[src/include/adcctl_consts.vh]
// Register map, field positions and timing counts of the converter control block.
// Assumes inclusion by bare name from the design file.
`ifndef ADCCTL_CONSTS_VH
`define ADCCTL_CONSTS_VH

// ----------------------------------------
// Register offsets
// ----------------------------------------
`define ADCCTL_OFS_RES_LOW   8'h78
`define ADCCTL_OFS_RES_HIGH  8'h79
`define ADCCTL_OFS_CTRL      8'h7A
`define ADCCTL_OFS_CTRL2     8'h7B
`define ADCCTL_OFS_MUXCFG    8'h7C
`define ADCCTL_OFS_IRQ_MASK  8'h7D
`define ADCCTL_OFS_IRQ_STAT  8'h7E

// ----------------------------------------
// Field positions
// ----------------------------------------
`define ADCCTL_BIT_POWER     7
`define ADCCTL_BIT_LAUNCH    6
`define ADCCTL_BIT_AUTO      5
`define ADCCTL_BIT_DONE      4
`define ADCCTL_BIT_IRQ_EN    3
`define ADCCTL_BIT_LEFT      5
`define ADCCTL_RESET_VAL     8'h00

// ----------------------------------------
// Conversion lengths in converter clocks
// ----------------------------------------
`define ADCCTL_CYC_FIRST     5'h19
`define ADCCTL_CYC_NORMAL    5'h0D

// ----------------------------------------
// Prescaler terminal counts, one less than the divisor
// ----------------------------------------
`define ADCCTL_PRE_MAX_2     7'h01
`define ADCCTL_PRE_MAX_4     7'h03
`define ADCCTL_PRE_MAX_8     7'h07
`define ADCCTL_PRE_MAX_16    7'h0F
`define ADCCTL_PRE_MAX_32    7'h1F
`define ADCCTL_PRE_MAX_64    7'h3F
`define ADCCTL_PRE_MAX_128   7'h7F

`endif

[src/design/adcctl_top.v]
// Control, status, prescaler and result registers of a 10-bit converter.
// Assumes a single 40 MHz clock, synchronous inputs, and an analog core that
// takes sample_start_o and delivers its code on core_result_i at completion.
//
// Behaviour
// In single mode each write of one to the launch bit starts exactly one conversion; the code drops such a write while busy_q is set.
// In free-running mode only the first conversion needs a write; later ones follow by themselves.
// The first conversion after enabling lasts 25 converter clocks, every other one 13.
// The launch bit reads one while a conversion runs and zero once it completes.
// Writing zero to the launch bit has no effect at all.
// With auto-trigger enabled a rising edge of the chosen trigger starts a conversion.
// The trigger is chosen by the trigger-source select field of the second control register.
// The done flag is set when a conversion completes and the result is stored.
// The interrupt request is high only while done flag, irq enable and global enable are all set.
// The done flag clears when the processor takes the matching interrupt vector.
// Writing one to the done flag clears it; writing zero leaves it.
// Software should not read-modify-write the control register, as that clears a pending flag.
// The divider field divides the clock by 2,2,4,8,16,32,64,128 for codes 0 to 7.
// Right-aligned, low byte holds bits 7..0 and high byte bits 9..8 with zeros above.
// Left-aligned, high byte holds bits 9..2.
// Left-aligned, low byte holds bits 1..0 at the top with zeros below.
// Clearing the power bit turns the converter off and ends any running conversion.
//
// The strobed register port is this design's own decision.
`timescale 1ns/1ps
`include "adcctl_consts.vh"

module adcctl_top #(
  parameter TRIG_W = 3,
  parameter RES_W  = 10
) (
  input  wire              clk_sys_i,
  input  wire              rst_n_i,
  input  wire [7:0]        reg_addr_i,
  input  wire [7:0]        reg_wdata_i,
  input  wire              reg_wr_i,
  input  wire              reg_rd_i,
  output reg  [7:0]        reg_rdata_o,
  input  wire [7:0]        trig_sources_i,
  input  wire              global_irq_en_i,
  input  wire              irq_vector_ack_i,
  input  wire [RES_W-1:0]  core_result_i,
  output reg               irq_o,
  output reg               conv_irq_req_o,
  output reg               core_power_o,
  output reg               sample_start_o,
  output reg               conv_clk_en_o,
  output reg               busy_o
);

  // ----------------------------------------
  // Decode helper
  // ----------------------------------------
  function hit;
    input [7:0] a;
    input [7:0] ofs;
    begin
      hit = (a == ofs);
    end
  endfunction

  // ----------------------------------------
  // Registers
  // ----------------------------------------
  reg              power_q;
  reg              auto_q;
  reg              done_q;
  reg              done_d;
  reg              irq_en_q;
  reg [2:0]        div_q;
  reg [TRIG_W-1:0] trig_sel_q;
  reg [7:0]        mux_cfg_q;
  reg [1:0]        irq_mask_q;
  reg [1:0]        irq_stat_q;
  reg [RES_W-1:0]  result_q;
  reg              busy_q;
  reg              busy_d;
  reg              first_q;
  reg              first_d;
  reg [4:0]        cyc_q;
  reg [4:0]        cyc_d;
  reg [6:0]        pre_q;
  reg [6:0]        pre_d;
  reg [6:0]        pre_max;
  reg [7:0]        trig_q;
  reg              free_run_q;
  reg              free_run_d;
  reg [7:0]        rdata_d;

  // ----------------------------------------
  // Bus decode
  // ----------------------------------------
  wire             wr_ctrl;
  wire             wr_ctrl2;
  wire             wr_mux;
  wire             wr_mask;
  wire             rd_stat;
  wire             launch_wr;
  wire             power_next;
  wire             irq_en_next;
  wire             free_sel;

  assign wr_ctrl     = reg_wr_i & hit(reg_addr_i, `ADCCTL_OFS_CTRL);
  assign wr_ctrl2    = reg_wr_i & hit(reg_addr_i, `ADCCTL_OFS_CTRL2);
  assign wr_mux      = reg_wr_i & hit(reg_addr_i, `ADCCTL_OFS_MUXCFG);
  assign wr_mask     = reg_wr_i & hit(reg_addr_i, `ADCCTL_OFS_IRQ_MASK);
  assign rd_stat     = reg_rd_i & hit(reg_addr_i, `ADCCTL_OFS_IRQ_STAT);
  // Zero in the launch position never reaches the sequencer
  assign launch_wr   = wr_ctrl & reg_wdata_i[`ADCCTL_BIT_LAUNCH];
  assign power_next  = wr_ctrl ? reg_wdata_i[`ADCCTL_BIT_POWER] : power_q;
  assign irq_en_next = wr_ctrl ? reg_wdata_i[`ADCCTL_BIT_IRQ_EN] : irq_en_q;
  // Free-running is auto mode with trigger select zero
  assign free_sel    = (trig_sel_q == {TRIG_W{1'b0}});

  // ----------------------------------------
  // Prescaler
  // ----------------------------------------
  function [6:0] pre_limit;
    input [2:0] code;
    begin
      case (code)
        3'h0: begin
          pre_limit = `ADCCTL_PRE_MAX_2;
        end
        3'h1: begin
          pre_limit = `ADCCTL_PRE_MAX_2;
        end
        3'h2: begin
          pre_limit = `ADCCTL_PRE_MAX_4;
        end
        3'h3: begin
          pre_limit = `ADCCTL_PRE_MAX_8;
        end
        3'h4: begin
          pre_limit = `ADCCTL_PRE_MAX_16;
        end
        3'h5: begin
          pre_limit = `ADCCTL_PRE_MAX_32;
        end
        3'h6: begin
          pre_limit = `ADCCTL_PRE_MAX_64;
        end
        default: begin
          pre_limit = `ADCCTL_PRE_MAX_128;
        end
      endcase
    end
  endfunction

  always @* begin
    pre_max = pre_limit(div_q);
  end

  wire tick;
  assign tick = power_q & (pre_q >= pre_max);

  // ----------------------------------------
  // Trigger edge
  // ----------------------------------------
  // Edges are found per source, so changing the select alone is no edge
  wire [7:0] trig_rise;
  genvar gi;
  generate
    for (gi = 0; gi < 8; gi = gi + 1) begin : g_edge
      assign trig_rise[gi] = trig_sources_i[gi] & ~trig_q[gi];
    end
  endgenerate

  wire trig_edge;
  assign trig_edge = auto_q & trig_rise[trig_sel_q];

  // ----------------------------------------
  // Conversion events
  // ----------------------------------------
  wire start;
  wire finish;
  wire restart;
  wire done_clr;

  // Launch while busy is dropped, not queued
  assign start    = power_next & ~busy_q & (launch_wr | trig_edge);
  assign finish   = busy_q & tick & (cyc_q == 5'h01);
  assign restart  = finish & free_run_q & auto_q & free_sel & power_next;
  assign done_clr = (wr_ctrl & reg_wdata_i[`ADCCTL_BIT_DONE]) | irq_vector_ack_i;

  // ----------------------------------------
  // Prescaler next state
  // ----------------------------------------
  // Restarting at each start makes conversion length exact, at the cost of phase
  always @* begin
    if (!power_next || start || restart || tick) begin
      pre_d = 7'h00;
    end else begin
      pre_d = pre_q + 7'h01;
    end
  end

  // ----------------------------------------
  // Sequencer next state
  // ----------------------------------------
  always @* begin
    busy_d     = busy_q;
    first_d    = first_q;
    cyc_d      = cyc_q;
    free_run_d = free_run_q;
    if (!power_next) begin
      busy_d     = 1'b0;
      first_d    = 1'b1;
      cyc_d      = 5'h00;
      free_run_d = 1'b0;
    end else if (start || restart) begin
      busy_d  = 1'b1;
      first_d = 1'b0;
      if (first_q) begin
        cyc_d = `ADCCTL_CYC_FIRST;
      end else begin
        cyc_d = `ADCCTL_CYC_NORMAL;
      end
      if (launch_wr) begin
        free_run_d = reg_wdata_i[`ADCCTL_BIT_AUTO] & free_sel;
      end
    end else if (finish) begin
      busy_d = 1'b0;
    end else if (busy_q && tick) begin
      cyc_d = cyc_q - 5'h01;
    end
  end

  // ----------------------------------------
  // Done flag next state
  // ----------------------------------------
  always @* begin
    done_d = done_q;
    if (finish) begin
      done_d = 1'b1;
    end else if (done_clr) begin
      done_d = 1'b0;
    end
  end

  // ----------------------------------------
  // Interrupt status next state
  // ----------------------------------------
  wire [1:0] irq_event;
  wire [1:0] irq_stat_d;
  assign irq_event = {start | restart, finish};
  generate
    for (gi = 0; gi < 2; gi = gi + 1) begin : g_stat
      // Set wins over the read clear so no event is lost
      assign irq_stat_d[gi] = irq_event[gi] | (irq_stat_q[gi] & ~rd_stat);
    end
  endgenerate

  // ----------------------------------------
  // Conversion state
  // ----------------------------------------
  always @(posedge clk_sys_i or negedge rst_n_i) begin
    if (!rst_n_i) begin
      busy_q     <= 1'b0;
      first_q    <= 1'b1;
      cyc_q      <= 5'h00;
      pre_q      <= 7'h00;
      trig_q     <= 8'h00;
      result_q   <= {RES_W{1'b0}};
      free_run_q <= 1'b0;
      done_q     <= 1'b0;
      irq_stat_q <= 2'h0;
    end else begin
      trig_q     <= trig_sources_i;
      pre_q      <= pre_d;
      busy_q     <= busy_d;
      first_q    <= first_d;
      cyc_q      <= cyc_d;
      free_run_q <= free_run_d;
      done_q     <= done_d;
      irq_stat_q <= irq_stat_d;
      if (finish) begin
        result_q <= core_result_i;
      end
    end
  end

  // ----------------------------------------
  // Software registers
  // ----------------------------------------
  always @(posedge clk_sys_i or negedge rst_n_i) begin
    if (!rst_n_i) begin
      power_q    <= 1'b0;
      auto_q     <= 1'b0;
      irq_en_q   <= 1'b0;
      div_q      <= 3'h0;
      trig_sel_q <= {TRIG_W{1'b0}};
      mux_cfg_q  <= `ADCCTL_RESET_VAL;
      irq_mask_q <= 2'h0;
    end else begin
      if (wr_ctrl) begin
        power_q  <= reg_wdata_i[`ADCCTL_BIT_POWER];
        auto_q   <= reg_wdata_i[`ADCCTL_BIT_AUTO];
        irq_en_q <= reg_wdata_i[`ADCCTL_BIT_IRQ_EN];
        div_q    <= reg_wdata_i[2:0];
      end
      if (wr_ctrl2) begin
        trig_sel_q <= reg_wdata_i[TRIG_W-1:0];
      end
      if (wr_mux) begin
        mux_cfg_q <= reg_wdata_i;
      end
      if (wr_mask) begin
        irq_mask_q <= reg_wdata_i[1:0];
      end
    end
  end

  // ----------------------------------------
  // Result alignment
  // ----------------------------------------
  // Alignment acts on the stored code at once, also mid-conversion
  function [7:0] align_low;
    input       left;
    input [9:0] res;
    begin
      if (left) begin
        align_low = {res[1:0], 6'h00};
      end else begin
        align_low = res[7:0];
      end
    end
  endfunction

  function [7:0] align_high;
    input       left;
    input [9:0] res;
    begin
      if (left) begin
        align_high = res[9:2];
      end else begin
        align_high = {6'h00, res[9:8]};
      end
    end
  endfunction

  wire       left;
  wire [7:0] res_lo;
  wire [7:0] res_hi;
  assign left   = mux_cfg_q[`ADCCTL_BIT_LEFT];
  assign res_lo = align_low(left, result_q[9:0]);
  assign res_hi = align_high(left, result_q[9:0]);

  // ----------------------------------------
  // Read mux
  // ----------------------------------------
  always @* begin
    case (reg_addr_i)
      `ADCCTL_OFS_RES_LOW: begin
        rdata_d = res_lo;
      end
      `ADCCTL_OFS_RES_HIGH: begin
        rdata_d = res_hi;
      end
      `ADCCTL_OFS_CTRL: begin
        rdata_d = {power_q, busy_q, auto_q, done_q, irq_en_q, div_q};
      end
      `ADCCTL_OFS_CTRL2: begin
        rdata_d = {{(8-TRIG_W){1'b0}}, trig_sel_q};
      end
      `ADCCTL_OFS_MUXCFG: begin
        rdata_d = mux_cfg_q;
      end
      `ADCCTL_OFS_IRQ_MASK: begin
        rdata_d = {6'h00, irq_mask_q};
      end
      `ADCCTL_OFS_IRQ_STAT: begin
        rdata_d = {6'h00, irq_stat_q};
      end
      default: begin
        rdata_d = 8'h00;
      end
    endcase
  end

  // ----------------------------------------
  // Outputs
  // ----------------------------------------
  // All outputs are flops; busy_o, core_power_o and conv_irq_req_o take next-state values, while conv_clk_en_o lags tick by one cycle
  always @(posedge clk_sys_i or negedge rst_n_i) begin
    if (!rst_n_i) begin
      reg_rdata_o    <= 8'h00;
      irq_o          <= 1'b0;
      conv_irq_req_o <= 1'b0;
      core_power_o   <= 1'b0;
      sample_start_o <= 1'b0;
      conv_clk_en_o  <= 1'b0;
      busy_o         <= 1'b0;
    end else begin
      reg_rdata_o    <= reg_rd_i ? rdata_d : 8'h00;
      conv_irq_req_o <= done_d & irq_en_next & global_irq_en_i;
      irq_o          <= |(irq_mask_q & irq_stat_d);
      core_power_o   <= power_next;
      sample_start_o <= start | restart;
      conv_clk_en_o  <= tick;
      busy_o         <= busy_d;
    end
  end

endmodule

[config.mk]
export PLATFORM = sky130hd
export DESIGN_NAME = adcctl_top
export DESIGN_NICKNAME = d
export VERILOG_FILES = /design/src/design/adcctl_top.v
export VERILOG_INCLUDE_DIRS = /design/src /design/src/include
export SDC_FILE = /design/constraint.sdc
export NUM_CORES = 1
export LEC_CHECK = 0
export ABC_CLOCK_PERIOD_IN_PS = 2800
export BUFFER_PORTS_ARGS = -buffer_cell sky130_fd_sc_hd__buf_2
export CAP_MARGIN = 40
export CORE_UTILIZATION = 55
export CTS_BUF_LIST = sky130_fd_sc_hd__clkbuf_2 sky130_fd_sc_hd__clkbuf_4 sky130_fd_sc_hd__clkbuf_8
export DETAILED_ROUTE_END_ITERATION = 10
export GPL_ROUTABILITY_DRIVEN = 0
export PLACE_DENSITY = 0.79
export SLEW_MARGIN = 5
export SYNTH_ARGS = -nofsm -noshare
export SYNTH_HDL_FRONTEND = slang
export SYNTH_SLANG_ARGS = --single-unit
[constraint.sdc]
create_clock -name clk_sys_i -period 2.8 [get_ports clk_sys_i]
set_input_delay 0 -clock clk_sys_i [delete_from_list [all_inputs] [get_ports clk_sys_i]]
set_output_delay 0 -clock clk_sys_i [all_outputs]
set_load 0.02 [all_outputs]
# Word level (Yosys, flattened, before mapping)
# Cells that the tools add are included.
[op_classes]
n_lt_le_gt_ge = 2
mux = 25
n_bitwise = 46
add_sub_neg = 2
reduce_logical = 12
n_eq_ne = 19
[ops]
columns = ["op", "n"]
rows = [
  ["8-bit by 7-bit equality test with 1-bit output (second input constant)", 7],
  ["8-bit case mux with 7 select lines", 1],
  ["7-bit case mux with 6 select lines", 1],
  ["1-bit bitwise AND", 30],
  ["5-bit two-way mux", 5],
  ["8-bit two-way mux", 3],
  ["1-bit two-way mux", 13],
  ["1-bit NOT", 10],
  ["3-bit equality test (second input constant)", 3],
  ["7-bit by 1-bit adder with 7-bit output (second input constant)", 1],
  ["7-bit greater-or-equal comparator", 1],
  ["7-bit two-way mux", 1],
  ["3-bit by 2-bit equality test with 1-bit output (second input constant)", 2],
  ["3-bit logical NOT", 2],
  ["3-bit by 1-bit != test with 1-bit output (second input constant)", 2],
  ["5-bit by 1-bit equality test with 1-bit output (second input constant)", 1],
  ["1-bit OR", 5],
  ["5-bit by 1-bit subtractor with 5-bit output (second input constant)", 1],
  ["1-bit logical OR", 4],
  ["3-bit by 4-bit less-than comparator with 1-bit output (second input constant)", 1],
  ["2-bit AND reduction", 2],
  ["2-bit OR reduction", 2],
  ["1-bit binary-select mux with 3-bit select", 1],
  ["3-bit by 1-bit equality test with 1-bit output (second input constant)", 1],
  ["other kinds (6)", 6],
]
[word_totals]
ff_bits = 67
in_bits = 40
word_cells = 127

# Logic depth before layout (Yosys ltp)
[depth]
word_depth = 15
ltp_mapped = 10
depth_no_buf = 9

# Worst setup path after synthesis
# Ideal clock, no wire load.
[synth_path]
path_kind = "register -> register"
from = "register div_q[1]"
to = "register result_q[3]"
arrival_time_ps = 1976
t_required_ps = 2675
period_less_slack_ps = 2101
setup_ps = 125
path_stages_with_launch = 10
slack_ps = 699
n_path_buf = 1
path_cell_list = "dfrtp_1 > a21oi_1 > ha_1 > a21oi_1 > a211oi_4 > nor2_2 > inv_2 > nand3_4 > buf_6 > mux2_4"
[synth_via]
elab_chain_cells = 7
word_cells_on_any_way = 13
classes_between = "order compare (1); eq/ne (6); mux (1); bitwise (3); reduce/logical (2)"
[synth_lines]
columns = ["element", "line_no", "source"]
rows = [
  ["from (decl)", "adcctl_top.v:70", "reg [2:0] div_q;"],
  ["from (signal assigned)", "adcctl_top.v:300", "div_q <= reg_wdata_i[2:0];"],
  ["3-bit by 1-bit equality test with 1-bit output or 3-bit logical NOT (tied branches)", "adcctl_top.v:121", "case (code)"],
  ["2-bit OR reduction (no source line)", "-", ""],
  ["7-bit case mux with 6 select lines *", "adcctl_top.v:121", ""],
  ["7-bit greater-or-equal comparator *", "adcctl_top.v:155", "assign tick = power_q & (pre_q >= pre_max);"],
  ["1-bit bitwise AND *", "adcctl_top.v:155", ""],
  ["named net tick", "adcctl_top.v:154", "wire tick;"],
  ["1-bit bitwise AND * (2 in series)", "adcctl_top.v:182", "assign finish = busy_q & tick & (cyc_q == 5'h01);"],
  ["to (signal assigned)", "adcctl_top.v:264", "result_q <= {RES_W{1'b0}};"],
  ["to (signal assigned)", "adcctl_top.v:278", "result_q <= core_result_i;"],
  ["to (decl)", "adcctl_top.v:75", "reg [RES_W-1:0] result_q;"],
]
# The timed path passes the listed nets; every way through them passes the cells marked *.
# A chain may end at the register's enable or synchronous reset.

# Worst setup path after layout
[layout_path]
from = "register div_q[1]"
to = "register conv_irq_req_o"
[layout_via]
elab_chain_cells = 10
word_cells_on_any_way = 16
classes_between = "order compare (1); eq/ne (6); mux (2); bitwise (5); reduce/logical (2)"
[layout_lines]
columns = ["element", "line_no", "source"]
rows = [
  ["3-bit by 1-bit equality test with 1-bit output or 3-bit logical NOT (tied branches)", "adcctl_top.v:121", ""],
  ["2-bit OR reduction (no source line)", "-", ""],
  ["7-bit case mux with 6 select lines *", "adcctl_top.v:121", ""],
  ["7-bit greater-or-equal comparator *", "adcctl_top.v:155", ""],
  ["1-bit bitwise AND *", "adcctl_top.v:155", ""],
  ["named net tick", "adcctl_top.v:154", ""],
  ["1-bit bitwise AND * (2 in series)", "adcctl_top.v:182", ""],
  ["1-bit two-way mux *", "adcctl_top.v:234", "if (finish) begin"],
  ["1-bit bitwise AND * (2 in series)", "adcctl_top.v:396", "conv_irq_req_o <= done_d & irq_en_next & global_irq_en_i;"],
  ["to (signal assigned)", "adcctl_top.v:396", ""],
  ["to (decl)", "adcctl_top.v:44", "output reg conv_irq_req_o,"],
]
# Marked as above.

==> flow_summary.json <==
{
  "cts_sinks": 67,
  "worst_setup_hold_path_clk_slew_ns": 0.08,
  "yosys_warnings": 0,
  "reg2regPathDepth": 9,
  "endpoint_of_the_most_critical_register_to_register_path": "conv_irq_req_o$_DFF_PN0_",
  "wirelength_mm": 7.944,
  "root_buffer": "sky130_fd_sc_hd__clkbuf_8",
  "detail_route.drc_violations": 0,
  "path_type_of_the_worst_min_delay_path": "input pin to flop",
  "dieArea_um2": 6408,
  "run_status": "finished clean",
  "dieHeight_um": 80.05,
  "firstDrtPassIters": 5,
  "synthesis.area_um2": 3351,
  "finalWorstPathRequiredPeriod_ns": 2.662,
  "tritoncts.num_buffers": 9,
  "post_synthesis_cell_count": 281,
  "ant_nets": 0,
  "hold_path_end": "irq_stat_q[0]$_DFF_PN0_",
  "clock_path_buffers": 2,
  "final.period_utilization_pct": 95.08,
  "grt_max_degree": 45,
  "ff2ff_setup_slack_ns": 0.14,
  "holdCritStartpoint": "reg_rd_i",
  "worst_pin_slew_ns": 0.5829,
  "report.final.slew_viol_count": 0,
  "design_area_um2": 4203,
  "critical_path_required_ns": 3.01,
  "wl_per_cell_um": 17.65,
  "startpoint_type": "flop",
  "drive_gt1_share_pct": 33.16,
  "whs_path_depth": 4,
  "initial_core_util_pct": 56.93,
  "syn_avg_cell_area_um2": 11.92,
  "grt_first_pass_wirelength_mm": 13.08,
  "finalHoldViolCount": 0,
  "finish.net_count": 418,
  "hold_ws_ns": 0.06817,
  "cts_tree": "built",
  "synth.top_cell.area_share_pct": 49.29,
  "p_leak_uw": 0.001943,
  "synth_area_leaders": "sky130_fd_sc_hd__dfrtp_1 (49%), sky130_fd_sc_hd__mux2_2 (8.1%), sky130_fd_sc_hd__ha_1 (3.4%), sky130_fd_sc_hd__mux2_4 (3.1%), sky130_fd_sc_hd__nor2_1 (2.8%)",
  "detail_route.iter0.violations": 185,
  "synth.net_count": 330,
  "worst_slew_margin_rel_pct": 60.84,
  "initial_antenna_violation_count": 0,
  "power.density_cell_area_nw_per_um2": 502.5,
  "criticalPathCategory": "flop to flop",
  "clkLatencyLatePin_ns": 0.34,
  "port_buffers": 53,
  "placementRows": 28,
  "io_pins": 54,
  "synth.lib_cells_used.distinct": 58,
  "cts_htree_levels": 3,
  "globalRouteTotalUtil_pct": 27.55,
  "timing.setup.tns_ns": 0,
  "grt_pass1_vias": 2658,
  "vias": 2636,
  "synth-seq-cells": 67,
  "chipWidth_um": 80.05,
  "worst-endpoint-arrival_ns": 2.88,
  "ctsResizeCount": 0,
  "worstReg2RegStart": "div_q[1]$_DFFE_PN0P_",
  "setup_violation_total_in_the_final_timing_report": 0,
  "dpl-instance-area_um2": 3674,
  "dp.final_hpwl_mm": 5.042,
  "vdd_drop_max_mv": 0.3525,
  "area.growth.synth_to_final_pct": 25.43,
  "fin_worst_skew_ns": 0.01294,
  "synth.yosys.seq_area_share_pct": 50.07,
  "synthArstFlopShare_pct": 100.0,
  "synthFlopType": "sky130_fd_sc_hd__dfrtp_1",
  "critPathMaxFanout": 14,
  "max_freq_mhz": 375.6,
  "rsz0062_at_grt": "false",
  "avgViaCountPerCell": 5.858,
  "max_cap_violations": 0,
  "globalRouteOverflowTotal": 0,
  "coreArea_um2": 5886,
  "synth-edff-count": 0,
  "timing.critical_path.to_type": "flop",
  "synth_largest_area_cell": "sky130_fd_sc_hd__dfrtp_1"
}
## Yosys cell counts, types with 3 or more instances
library cell,instances
sky130_fd_sc_hd__dfrtp_1,66
sky130_fd_sc_hd__nor2_1,25
sky130_fd_sc_hd__mux2_2,24
sky130_fd_sc_hd__nand2_1,20
sky130_fd_sc_hd__a21oi_1,12
sky130_fd_sc_hd__ha_1,9
sky130_fd_sc_hd__nand3_1,8
sky130_fd_sc_hd__o21ai_0,8
sky130_fd_sc_hd__inv_1,7
sky130_fd_sc_hd__mux2_4,7
sky130_fd_sc_hd__xnor2_1,7
sky130_fd_sc_hd__a222oi_1,5
sky130_fd_sc_hd__a22o_1,5
sky130_fd_sc_hd__and3_1,5
sky130_fd_sc_hd__nand4_1,5
sky130_fd_sc_hd__nand2b_1,4
sky130_fd_sc_hd__nor2b_1,4
sky130_fd_sc_hd__buf_6,3
sky130_fd_sc_hd__clkbuf_1,3
sky130_fd_sc_hd__nor3_1,3
## metrics by stage
step | setup WS [ns] | total power (uW) | std cells | utilization, %
floorplan | 0.6992 | 1115 | 281 | -
finish | 0.1377 | 2112 | 450 | 71.41
global route | 0.03464 | 2194 | 449 | 71.36
CTS | 0.2130 | 2122 | 449 | 71.36
global placement | 0.5420 | 1192 | 403 | 62.42
detailed placement | 0.4708 | 1196 | 403 | 62.42
## state kept, by name, summed over array words and instances, names as in the netlist, 2 cells and up
name         count
cyc_q            5
div_q            3
irq_mask_q       2
irq_stat_q       2
mux_cfg_q        8
pre_q            7
reg_rdata_o      8
result_q        10
trig_q           8
trig_sel_q       3
## worst max-delay path by stage
stage,from,endpoint,slack [ns],cells after the start
floorplan,div_q[1]$_DFFE_PN0P_,result_q[3]$_DFFE_PN0N_,0.70,9
global placement,div_q[1]$_DFFE_PN0P_,cyc_q[2]$_DFFE_PN0P_,0.54,8
detailed placement,div_q[1]$_DFFE_PN0P_,cyc_q[2]$_DFFE_PN0P_,0.47,8
CTS,div_q[1]$_DFFE_PN0P_,conv_irq_req_o$_DFF_PN0_,0.21,9
global route,div_q[1]$_DFFE_PN0P_,conv_irq_req_o$_DFF_PN0_,0.03,9
finish,div_q[1]$_DFFE_PN0P_,conv_irq_req_o$_DFF_PN0_,0.14,9
## critical path: stages, from the launching register on
cell and delay (ns):
sky130_fd_sc_hd__dfrtp_1 0.46, sky130_fd_sc_hd__a21oi_1 0.18, sky130_fd_sc_hd__ha_1 0.26, sky130_fd_sc_hd__a21oi_1 0.31, sky130_fd_sc_hd__a211oi_4 0.12, sky130_fd_sc_hd__nor2_2 0.21
sky130_fd_sc_hd__inv_2 0.08, sky130_fd_sc_hd__nand3_4 0.23, sky130_fd_sc_hd__a21oi_1 0.10, sky130_fd_sc_hd__dlygate4sd3_1 0.57
## area by class of cell
class | instances | area [um^2]
Timing Repair Buffer | 86 | 588.1
Fill cell | 412 | 1683
Antenna cell | 1 | 2.502
Clock buffer | 10 | 137.6
Multi-Input combinational cell | 196 | 1578
Inverter | 9 | 36.28
Sequential cell | 67 | 1678
Clock inverter | 6 | 88.84
Tap cell | 75 | 93.84
## placed cells by master, fill, tap and decap left out, types with 2 or more instances in the layout
master	n
sky130_fd_sc_hd__a22o_1	5
sky130_fd_sc_hd__nor2_1	25
sky130_fd_sc_hd__nor4b_4	2
sky130_fd_sc_hd__o21ai_0	8
sky130_fd_sc_hd__mux2_2	24
sky130_fd_sc_hd__nand3b_1	2
sky130_fd_sc_hd__o21ai_1	2
sky130_fd_sc_hd__xor2_1	2
sky130_fd_sc_hd__ha_1	9
sky130_fd_sc_hd__a222oi_1	5
sky130_fd_sc_hd__o2111ai_1	2
sky130_fd_sc_hd__nand4_1	5
sky130_fd_sc_hd__and3_1	5
sky130_fd_sc_hd__nand2b_1	4
sky130_fd_sc_hd__bufinv_16	2
sky130_fd_sc_hd__dlygate4sd3_1	30
sky130_fd_sc_hd__nand2_1	20
sky130_fd_sc_hd__nor3b_1	2
sky130_fd_sc_hd__o211ai_1	2
sky130_fd_sc_hd__inv_1	7
sky130_fd_sc_hd__a32oi_1	2
sky130_fd_sc_hd__nor3_1	3
sky130_fd_sc_hd__and3b_1	2
sky130_fd_sc_hd__mux2_4	7
sky130_fd_sc_hd__nor2b_1	4
sky130_fd_sc_hd__a21oi_1	12
sky130_fd_sc_hd__nand3_4	2
sky130_fd_sc_hd__nand3_1	8
sky130_fd_sc_hd__clkbuf_8	10
sky130_fd_sc_hd__dfrtp_1	66
sky130_fd_sc_hd__a22oi_1	2
sky130_fd_sc_hd__buf_4	3
sky130_fd_sc_hd__xnor2_1	7
sky130_fd_sc_hd__mux2i_1	2
sky130_fd_sc_hd__clkinvlp_4	2
sky130_fd_sc_hd__buf_2	53
## logic make-up (layout without fill, tap and decap cells)
kind of cell / after synthesis / in the layout / share of synthesized area (%)
AOI/OAI and AO/OA: 52 / 52 / 11.73
xor gates and xnor gates: 9 / 9 / 2.353
adders and majority gates: 9 / 9 / 3.361
buffers and inverters: 18 / 111 / 2.838
DFF: 67 / 67 / 50.07
muxes: 35 / 35 / 13.14
other: 0 / 1 / 0
and+or+nand+nor: 91 / 91 / 16.50
## timing repair
item                                   CTS  global route
endpoints found under the hold margin   62             0
buffers inserted                         0             0
hold buffers                            30             0
## per-layer routing
metal	up-vias	global-route usage [%]	part of all wire (%)
met5	-	0	0
met4	0	14.29	2.8
met1	1294	35.06	43
met3	21	5.341	5.3
met2	118	44.62	49
li1	1203	-	-
## power by group
| part | leakage, uW | total (uW) | switching, uW | internal [uW] |
|---|---|---|---|---|
| combinational | 0.000957 | 188 | 92.8 | 95.0 |
| sequential | 0.000878 | 1030 | 30.6 | 997 |
| clock | 0.000108 | 897 | 371 | 525 |
(Power assumes the default switching activity.)
